[src/mel_pkg.sv]
package mel_pkg;

    // register indices; byte address on the bus is four times the index
    localparam logic [3:0] IDX_SYS_ERR    = 4'h4;
    localparam logic [3:0] IDX_FAIL_SYN   = 4'h6;
    localparam logic [3:0] IDX_DIAG_CTRL  = 4'h8;
    localparam logic [3:0] IDX_DIAG_DATA  = 4'ha;
    localparam logic [3:0] IDX_PROC_ERR   = 4'hc;
    localparam logic [3:0] IDX_IDENT      = 4'he;

    // system_error_log fields
    localparam int SE_CODE_LSB   = 0;
    localparam int SE_MULTI      = 3;
    localparam int SE_CORR       = 4;
    localparam int SE_PROC       = 5;
    localparam int SE_MEMV       = 6;
    localparam int SE_RMW        = 7;
    localparam logic [7:0] SE_ONES = 8'hff;

    // error codes
    localparam logic [2:0] CODE_RSVD      = 3'h0;
    localparam logic [2:0] CODE_MC_ADDR   = 3'h1;
    localparam logic [2:0] CODE_MC_DATA   = 3'h2;
    localparam logic [2:0] CODE_NOT_PRES  = 3'h3;
    localparam logic [2:0] CODE_SA_ADDR   = 3'h4;
    localparam logic [2:0] CODE_SA_DATA   = 3'h5;
    localparam logic [2:0] CODE_UNCORR    = 3'h6;
    localparam logic [2:0] CODE_NONE      = 3'h7;

    // failing_access_syndrome fields
    localparam int FS_SYN_LSB    = 0;
    localparam int FS_ADDR_LSB   = 7;
    localparam int FS_ID_LSB     = 11;

    // diag_mode_control fields
    localparam int DC_BYPASS     = 0;
    localparam int DC_FULLWORD   = 1;
    localparam int DC_INTERLEAVE = 2;

    // per_processor_error_flags fields
    localparam int PF_PAR_LSB    = 0;
    localparam int PF_FATAL_LSB  = 8;
    localparam int NUM_CPU       = 6;

    localparam logic [7:0]  DD_ONES      = 8'hff;
    localparam logic [15:0] IDENT_VALUE  = 16'h0001;

    typedef struct packed {
        logic       mc_addr_parity;
        logic       mc_data_parity;
        logic       not_present;
        logic       sa_addr_parity;
        logic       sa_data_parity;
        logic       uncorrectable;
        logic       correctable;
        logic       rmw_timeout;
        logic [2:0] requester_id;
        logic [4:0] storage_module_id;
        logic [3:0] addr_hi;
        logic [6:0] correction_syndrome;
    } mel_err_report_t;

    typedef struct packed {
        logic        ack;
        logic [15:0] rdata;
        logic [2:0]  code;
        logic        multi;
        logic        corr;
        logic        processor_fault_flag;
        logic        memory_fault_valid;
        logic        rmw;
        logic        fatal_seen;
        logic [15:0] syn;
        logic        bypass;
        logic        fullword;
        logic [7:0]  ddata;
        logic [5:0]  par;
        logic [5:0]  fatal;
        logic [5:0]  fatal_prev;
    } mel_state_t;

endpackage : mel_pkg

[src/mel_error_log.sv]
// Decided for this implementation: the Wishbone slave port.
`timescale 1ns/10ps

module mel_error_log (
    input  wire logic                     core_clk_in,
    input  wire logic                     resetn_in,
    input  wire logic                     wb_cyc_in,
    input  wire logic                     wb_stb_in,
    input  wire logic                     wb_we_in,
    input  wire logic [7:0]               wb_adr_in,
    input  wire logic [3:0]               wb_sel_in,
    input  wire logic [31:0]              wb_dat_in,
    output logic      [31:0]              wb_dat_out,
    output logic                          wb_ack_out,
    input  wire mel_pkg::mel_err_report_t err_report_in,
    input  wire logic [5:0]               cpu_parity_err_in,
    input  wire logic [5:0]               cpu_fatal_in,
    input  wire logic                     interleaved_in,
    output logic                          addr_map_bypass_out,
    output logic                          full_word_access_out
);

    ////////////////////////////////////////////////////////////////////////
    // helpers

    function automatic logic [2:0] count_ones(input logic [6:0] v);
        logic [2:0] n;
        n = 3'h0;
        for (int i = 0; i < 7; i++) begin
            n = n + {2'h0, v[i]};
        end
        return n;
    endfunction : count_ones

    // lowest code wins when several arrive together
    function automatic logic [2:0] first_code(input logic [5:0] ev);
        logic [2:0] c;
        c = mel_pkg::CODE_NONE;
        for (int i = 5; i >= 0; i--) begin
            if (ev[i]) begin
                c = 3'(i + 1);
            end
        end
        return c;
    endfunction : first_code

    // syndrome register layout: module id, upper address bits, syndrome
    function automatic logic [15:0] pack_syn(input logic [4:0] id,
                                             input logic [3:0] hi,
                                             input logic [6:0] syn);
        logic [15:0] w;
        w = 16'h0000;
        w[mel_pkg::FS_ID_LSB +: 5]   = id;
        w[mel_pkg::FS_ADDR_LSB +: 4] = hi;
        w[mel_pkg::FS_SYN_LSB +: 7]  = syn;
        return w;
    endfunction : pack_syn

    // reset image: empty log, no-error code, diagnostics off
    function automatic mel_pkg::mel_state_t reset_state();
        mel_pkg::mel_state_t s;
        s.ack                  = 1'b0;
        s.rdata                = 16'h0000;
        s.code                 = mel_pkg::CODE_NONE;
        s.multi                = 1'b0;
        s.corr                 = 1'b0;
        s.processor_fault_flag = 1'b0;
        s.memory_fault_valid   = 1'b0;
        s.rmw                  = 1'b0;
        s.fatal_seen           = 1'b0;
        s.syn                  = 16'h0000;
        s.bypass               = 1'b0;
        s.fullword             = 1'b0;
        s.ddata                = 8'h00;
        s.par                  = 6'h00;
        s.fatal                = 6'h00;
        s.fatal_prev           = 6'h00;
        return s;
    endfunction : reset_state

    ////////////////////////////////////////////////////////////////////////
    // state

    mel_pkg::mel_state_t q;
    mel_pkg::mel_state_t next_q;

    logic        bus_hit;
    logic        bus_wr;
    logic [3:0]  idx;
    logic        addr_ok;
    logic [5:0]  coded_ev;
    wire  [5:0]  fatal_rise;
    logic [3:0]  new_fatal;
    logic [2:0]  new_code;
    logic [15:0] rd_word;
    logic [15:0] sys_word;
    logic [15:0] dc_word;
    logic [15:0] pf_word;

    // derived terms
    logic [15:0] req_syn;
    logic [15:0] mod_syn;
    logic [15:0] corr_syn;
    wire  [5:0]  par_hold;
    logic        wr_sys;
    logic        log_open;
    logic        corr_take;

    // bus decode: index from address bits 5:2, all others zero
    // reads have no side effect, so software may read in any order;
    // only the system error write opens a new sampling period
    assign idx     = wb_adr_in[5:2];
    assign addr_ok = (wb_adr_in[7:6] == 2'h0) && (wb_adr_in[1:0] == 2'h0);
    // one access per request: ack drops the cycle after it was given
    assign bus_hit = wb_cyc_in && wb_stb_in && !q.ack;
    assign bus_wr  = bus_hit && wb_we_in && addr_ok;

    // error reports are one-cycle pulses; each high flag is one event.
    // coded events, lowest code first:
    //   mc_addr_parity -> 001    mc_data_parity -> 010
    //   not_present    -> 011    sa_addr_parity -> 100
    //   sa_data_parity -> 101    uncorrectable  -> 110
    // correctable and rmw_timeout set flags and carry no code; correctable also loads the syndrome while the log is empty
    assign coded_ev = {err_report_in.uncorrectable,
                       err_report_in.sa_data_parity,
                       err_report_in.sa_addr_parity,
                       err_report_in.not_present,
                       err_report_in.mc_data_parity,
                       err_report_in.mc_addr_parity};

    // two 3-bit counts can sum past seven, so the total is one bit wider
    assign new_fatal = {1'b0, count_ones({1'b0, coded_ev})}
                     + {1'b0, count_ones({1'b0, fatal_rise})};
    assign new_code  = first_code(coded_ev);
    assign wr_sys    = bus_wr && (idx == mel_pkg::IDX_SYS_ERR);

    ////////////////////////////////////////////////////////////////////////
    // per processor flags

    // one parity slot and one fatal slot per processor position
    for (genvar g = 0; g < mel_pkg::NUM_CPU; g++) begin : g_cpu
        // a fatal level counts toward the multiple flag once, on its rise
        assign fatal_rise[g] = cpu_fatal_in[g] && !q.fatal_prev[g];
        // a parity report in the same cycle as the clear survives it
        assign par_hold[g]   = (q.par[g] && !wr_sys) || cpu_parity_err_in[g];
    end

    ////////////////////////////////////////////////////////////////////////
    // syndrome register candidates

    // the controller parity codes name the requester, not a storage module
    assign req_syn   = pack_syn({2'h0, err_report_in.requester_id}, 4'h0, 7'h00);
    // a storage module report carries only the upper four address bits
    assign mod_syn   = pack_syn(err_report_in.storage_module_id,
                                err_report_in.addr_hi,
                                7'h00);
    assign corr_syn  = pack_syn(err_report_in.storage_module_id,
                                err_report_in.addr_hi,
                                err_report_in.correction_syndrome);
    // a correctable word owns the register only while the log is empty
    assign log_open  = (wr_sys || !q.memory_fault_valid) && !q.corr;
    assign corr_take = err_report_in.correctable && log_open;

    ////////////////////////////////////////////////////////////////////////
    // read words

    // register map, one 16-bit register per 32-bit bus word:
    //   0x10 system error log
    //        [2:0] code, 111 while nothing is logged
    //        [3] multiple fatal errors this period
    //        [4] correctable storage error
    //        [5] processor parity or fatal report
    //        [6] memory fault valid, qualifies [2:0]
    //        [7] read-modify-write timeout
    //        [15:8] read as ones
    //        any write clears the log
    //   0x18 failing access and syndrome
    //        [15:11] module id, requester id for 001/010
    //        [10:7] upper four address bits
    //        [6:0] syndrome of a correctable word
    //   0x20 diagnostic mode control
    //        [0] bypass address mapping
    //        [1] full-word check bit access
    //        [2] interleave strap, read only
    //   0x28 turnaround data, upper byte reads ones
    //   0x30 processor flags: parity [5:0], fatal [13:8]
    //   0x38 board set identity, always one
    // other addresses are acknowledged and read zero

    always_comb begin
        sys_word                            = 16'h0000;
        sys_word[15:8]                      = mel_pkg::SE_ONES;
        sys_word[mel_pkg::SE_CODE_LSB +: 3] = q.code;
        sys_word[mel_pkg::SE_MULTI]         = q.multi;
        sys_word[mel_pkg::SE_CORR]          = q.corr;
        sys_word[mel_pkg::SE_PROC]          = q.processor_fault_flag;
        sys_word[mel_pkg::SE_MEMV]          = q.memory_fault_valid;
        sys_word[mel_pkg::SE_RMW]           = q.rmw;
        dc_word = 16'h0000;
        dc_word[mel_pkg::DC_BYPASS]     = q.bypass;
        dc_word[mel_pkg::DC_FULLWORD]   = q.fullword;
        dc_word[mel_pkg::DC_INTERLEAVE] = interleaved_in;
        pf_word = 16'h0000;
        pf_word[mel_pkg::PF_PAR_LSB +: mel_pkg::NUM_CPU]   = q.par;
        pf_word[mel_pkg::PF_FATAL_LSB +: mel_pkg::NUM_CPU] = q.fatal;
        rd_word = 16'h0000;
        if (addr_ok) begin
            case (idx)
                mel_pkg::IDX_SYS_ERR: begin
                    rd_word = sys_word;
                end
                mel_pkg::IDX_FAIL_SYN: begin
                    rd_word = q.syn;
                end
                mel_pkg::IDX_DIAG_CTRL: begin
                    rd_word = dc_word;
                end
                mel_pkg::IDX_DIAG_DATA: begin
                    rd_word = {mel_pkg::DD_ONES, q.ddata};
                end
                mel_pkg::IDX_PROC_ERR: begin
                    rd_word = pf_word;
                end
                mel_pkg::IDX_IDENT: begin
                    rd_word = mel_pkg::IDENT_VALUE;
                end
                default: begin
                    rd_word = 16'h0000;
                end
            endcase
        end
    end

    ////////////////////////////////////////////////////////////////////////
    // next state

    // order of work inside one cycle:
    //   1. a read is answered from the state before the edge
    //   2. a system error write clears the log
    //   3. events of the same cycle are merged on top, so an
    //      event never falls into the gap of a clear, save a correctable syndrome when the cleared log held a correctable error
    //   4. the first coded error of a period owns code and
    //      syndrome; a correctable word fills the syndrome only
    //      while the log holds nothing else
    // limitation: later coded errors of the period count toward
    // the multiple flag, but their code and address are lost
    // the multiple flag counts coded errors and rising fatal
    // levels together

    always_comb begin
        next_q = q;
        next_q.ack = bus_hit;
        if (bus_hit) begin
            next_q.rdata = rd_word;
        end

        // software writes come first so that events in the same cycle win
        if (bus_wr) begin
            case (idx)
                mel_pkg::IDX_SYS_ERR: begin
                    // data is ignored; any write opens a new period
                    next_q.code                 = mel_pkg::CODE_NONE;
                    next_q.multi                = 1'b0;
                    next_q.corr                 = 1'b0;
                    next_q.processor_fault_flag = 1'b0;
                    next_q.memory_fault_valid   = 1'b0;
                    next_q.rmw                  = 1'b0;
                    next_q.fatal_seen           = 1'b0;
                    next_q.syn                  = 16'h0000;
                    next_q.par                  = 6'h00;
                end
                mel_pkg::IDX_DIAG_CTRL: begin
                    if (wb_sel_in[0]) begin
                        next_q.bypass   = wb_dat_in[mel_pkg::DC_BYPASS];
                        next_q.fullword = wb_dat_in[mel_pkg::DC_FULLWORD];
                    end
                end
                mel_pkg::IDX_DIAG_DATA: begin
                    if (wb_sel_in[0]) begin
                        next_q.ddata = wb_dat_in[7:0];
                    end
                end
                default: begin
                    next_q.ddata = next_q.ddata;
                end
            endcase
        end

        // processor reports
        // fatal flags follow the live levels one cycle late
        next_q.fatal      = cpu_fatal_in;
        next_q.fatal_prev = cpu_fatal_in;
        next_q.par        = par_hold;
        if ((|cpu_parity_err_in) || (|cpu_fatal_in)) begin
            next_q.processor_fault_flag = 1'b1;
        end

        if (err_report_in.rmw_timeout) begin
            next_q.rmw = 1'b1;
        end

        // a second fatal error, in this cycle or earlier in the period
        if ((new_fatal >= 3'h2) ||
            (next_q.fatal_seen && (new_fatal != 3'h0))) begin
            next_q.multi = 1'b1;
        end
        if (new_fatal != 3'h0) begin
            next_q.fatal_seen = 1'b1;
        end

        if (err_report_in.correctable) begin
            next_q.corr = 1'b1;
        end
        if (corr_take) begin
            next_q.syn = corr_syn;
        end

        // the first coded error of the period is kept
        if ((|coded_ev) && !next_q.memory_fault_valid) begin
            next_q.code               = new_code;
            next_q.memory_fault_valid = 1'b1;
            if ((new_code == mel_pkg::CODE_MC_ADDR) ||
                (new_code == mel_pkg::CODE_MC_DATA)) begin
                next_q.syn = req_syn;
            end else begin
                next_q.syn = mod_syn;
            end
        end
    end

    ////////////////////////////////////////////////////////////////////////
    // registers

    // the whole state is one register; reset loads a constant image
    always_ff @(posedge core_clk_in or negedge resetn_in) begin
        if (!resetn_in) begin
            q <= reset_state();
        end else begin
            q <= next_q;
        end
    end

    ////////////////////////////////////////////////////////////////////////
    // outputs

    assign wb_ack_out           = q.ack;
    assign wb_dat_out           = {16'h0000, q.rdata};
    assign addr_map_bypass_out  = q.bypass;
    assign full_word_access_out = q.fullword;

endmodule : mel_error_log

[config.mk]
export PLATFORM = sky130hd
export DESIGN_NAME = mel_error_log
export DESIGN_NICKNAME = d
export VERILOG_FILES = /design/src/mel_pkg.sv /design/src/mel_error_log.sv
export SDC_FILE = /design/constraint.sdc
export NUM_CORES = 1
export LEC_CHECK = 0
export BUFFER_PORTS_ARGS = -buffer_cell sky130_fd_sc_hd__buf_2
export CORE_AREA = 2 2 103 105
export CTS_BUF_LIST = sky130_fd_sc_hd__clkbuf_4
export DETAILED_ROUTE_END_ITERATION = 7
export DIE_AREA = 0 0 105 107
export GPL_ROUTABILITY_DRIVEN = 1
export GPL_TIMING_DRIVEN = 0
export HOLD_SLACK_MARGIN = 0.15
export PLACE_DENSITY = 0.61
export SLEW_MARGIN = 20
export SYNTH_ARGS = -nofsm -noshare
export SYNTH_HDL_FRONTEND = slang
export SYNTH_SLANG_ARGS = --single-unit
[constraint.sdc]
create_clock -name core_clk_in -period 5.7 [get_ports core_clk_in]
set_clock_uncertainty 0.2 [all_clocks]
set_input_delay 1.71 -clock core_clk_in [delete_from_list [all_inputs] [get_ports core_clk_in]]
set_output_delay 1.71 -clock core_clk_in [all_outputs]
set_load 0.03 [all_outputs]
==> results.sh <==
export IMPL_outcome="finished clean"
export IMPL_ff2ff_setup_slack_ns=1.42
export IMPL_grt_pass1_wl_mm=13.70
export IMPL_cp_data_required_time_ns=5.77
export IMPL_final_setup_worst_slack_ns=0.3502
export IMPL_ys_flop_type="dfrtp_1"
export IMPL_synth_seq_cells=64
export IMPL_grt_start_max_net_pins=65
export IMPL_maxCapViolations=0
export IMPL_drc_errors=0
export IMPL_avgSynthCellArea_um2=10.54
export IMPL_ios=124
export IMPL_postSynth_asyncResetShare_pct=100.0
export IMPL_slew_violations=0
export IMPL_startpoint_type="input pin"
export IMPL_leakagePower_nw=2.061
export IMPL_yosys_top_cells_area="dfrtp_1 44%, buf_4 7.2%, mux2_2 4.3%, fa_1 4.1%, nand2_1 3.1%"
export IMPL_rr_worst_depth=12
export IMPL_crit_buf_inv=3
export IMPL_synth_top_area_cell="dfrtp_1"
export IMPL_min_path_type="flop to flop"
export IMPL_core_area_mm2=0.01009
export IMPL_path_depth=13
export IMPL_hpwlAfterDp_mm=6.709
export IMPL_cellPowerDensity_mw_per_mm2=215.2
export IMPL_pre_cts_slack_ns=-0.05668
export IMPL_crit_chain="buf_2 -> nor2b_1 -> fa_1 -> inv_1 -> fa_1 -> fa_1 -> fa_1 -> inv_1 -> ha_1 -> fa_1 -> or2_2 -> a211oi_1 -> nand2_1"
export IMPL_setup_violations=0
export IMPL_synth_edff_count=0
export IMPL_first_pass_iters=5
export IMPL_fin_nets=533
export IMPL_cts_root_buf="clkbuf_4"
export IMPL_critPathSlowestCell="fa_1"
export IMPL_cts_resized=0
export IMPL_cpLargestDelayFamily="adder cells"
export IMPL_viasPerCell=4.696
export IMPL_fillers=1048
export IMPL_initial_core_util_pct=34.03
export IMPL_drive_above_1_share_pct=34.63
export IMPL_cp_slowest_stage_delay_ns=0.54
export IMPL_reg2reg_to="q[44]$_DFF_PN0_"
export IMPL_ys_warn_count=0
export IMPL_worst_slew_pin_slew_ns=0.7830
export IMPL_p_total_uw=896.2
export IMPL_die_h_um=107
export IMPL_die_w_um=105
export IMPL_dp_cells=556
export IMPL_track_usage_pct=15.80
export IMPL_crit_type="input pin to flop"
export IMPL_syn_to_final_growth_pct=21.27
export IMPL_reg2reg_from="q[1]$_DFF_PN0_"
export IMPL_grt_ovfl_total=0
export IMPL_period_share_pct=93.86
export IMPL_place_port_buffers=79
export IMPL_ir_drop_mv=0.07987
export IMPL_ys_types=51
export IMPL_hold_viol_final=0
export IMPL_min_from="q[45]$_DFFE_PN0P_"
export IMPL_wire_per_inst_um=14.67
export IMPL_routabilityCongestion=0.8566
export IMPL_first_global_vias=2708
export IMPL_synth_top_area_share_pct=44.44
export IMPL_syn_inst=326
export IMPL_insertion_delay_ns=0.40
export IMPL_htreeDepth=3
export IMPL_antenna_found_initial=0
export IMPL_clock_sinks=64
export IMPL_path_clk_slew_ns=0.09
export IMPL_vias=2686
export IMPL_ant_nets=0
export IMPL_cp_max_fo=3
export IMPL_ys_seq_area_share_pct=46.74
export IMPL_fin_util_pct=41.27
export IMPL_layout_min_cycle_time_ns=5.350
export IMPL_max_slew_margin_pct=47.80
export IMPL_hold_buffers=0
export IMPL_die_area_mm2=0.01124
export IMPL_synth_most_common_cell="dfrtp_1"
export IMPL_clk_path_buf_depth=2
export IMPL_synth_top_cells_by_count="61 x dfrtp_1, 33 x buf_4, 28 x nand2_1"
export IMPL_crit_top_cell="fa_1"
export IMPL_cp_end_kind="flop"
export IMPL_arrival_ns=5.42
export IMPL_drtIter0Drc=122
export IMPL_fmax_mhz=186.9
export IMPL_rsz0062_at_grt="false"
export IMPL_holdPathEnd="q[45]$_DFFE_PN0P_"
export IMPL_syn_area_mm2=0.003435
export IMPL_fp_row_count=37
export IMPL_tritoncts="yes"
export IMPL_diodes=0
export IMPL_min_path_cells=1
export IMPL_post_cts_buffers=0
export IMPL_cts_made_buffers=9
export IMPL_fin_cells=572
export IMPL_drt_total_wl_mm=8.389
==> registers in the layout, indices dropped and copies added (netlist names) <==
signal                count
full_word_access_out      1
wb_ack_out                1
wb_dat_out               16
q                        39
addr_map_bypass_out       1
pf_word                   6
==> metrics by stage <==
step                area (um2)  setup TNS (ns)  hold slack (ns)
global placement          4056               0           0.2645
global route              4165               0           0.3122
finish                    4165               0           0.2866
CTS                       4165               0           0.2879
floorplan                 3491               0           0.2435
detailed placement        4059         -0.1063           0.2610
==> layout make-up <==
cell class	instances	area [um2]	share of cell area, %
sequential	64	1605	38.54
multi-input combinational	213	1511	36.29
timing repair buffer	79	397.9	9.552
buffer	46	306.5	7.360
tap	136	170.2	4.085
clock buffer	11	82.58	1.983
inverter	18	67.56	1.622
clock inverter	5	23.77	0.5707
==> worst max path at each step <==
stage,from,end,slack (ns)
after global placement,cpu_fatal_in[1],q[49]$_DFFE_PN0P_,0.08
after detailed placement,cpu_fatal_in[1],q[49]$_DFFE_PN0P_,-0.06
after CTS,cpu_fatal_in[1],q[44]$_DFF_PN0_,0.37
after global routing,cpu_fatal_in[1],q[44]$_DFF_PN0_,0.22
final,cpu_fatal_in[1],q[44]$_DFF_PN0_,0.35
after floorplan,cpu_fatal_in[1],q[44]$_DFF_PN0_,0.33
==> cells by family (layout without fill, tap and decap cells) <==
group	Yosys count	in the layout	share of synthesized area, %
multiplexers	18	18	5.720
buffers and inverters	64	159	10.89
other	1	16	0.1092
flip-flops	64	64	46.74
AND/OR/NAND/NOR	78	78	12.90
adder cells (fa/ha/maj)	13	13	6.266
AO/OA/AOI/OAI	88	88	17.38
==> metal layers <==
layer	global-route usage [%]	routed length [um]
met5	0	0
met2	25.23	3976
met3	4.438	515
met1	20.66	3806
met4	5.429	91
==> power by group <==
part	switching (mW)	internal, mW
clock	0.156	0.0946
combinational	0.105	0.0744
sequential	0.00403	0.462
total	0.265	0.631
==> placed cells by master, fill, tap and decap left out, drive strengths merged, types with 13 or more instances in the layout <==
master	count
buf	116
dfrtp	61
nand2	28
clkbuf	20
a21oi	19
inv	18
o21ai	18
conb	16
nor2b	13
mux2	13
Power figures use the tool's default switching activity.
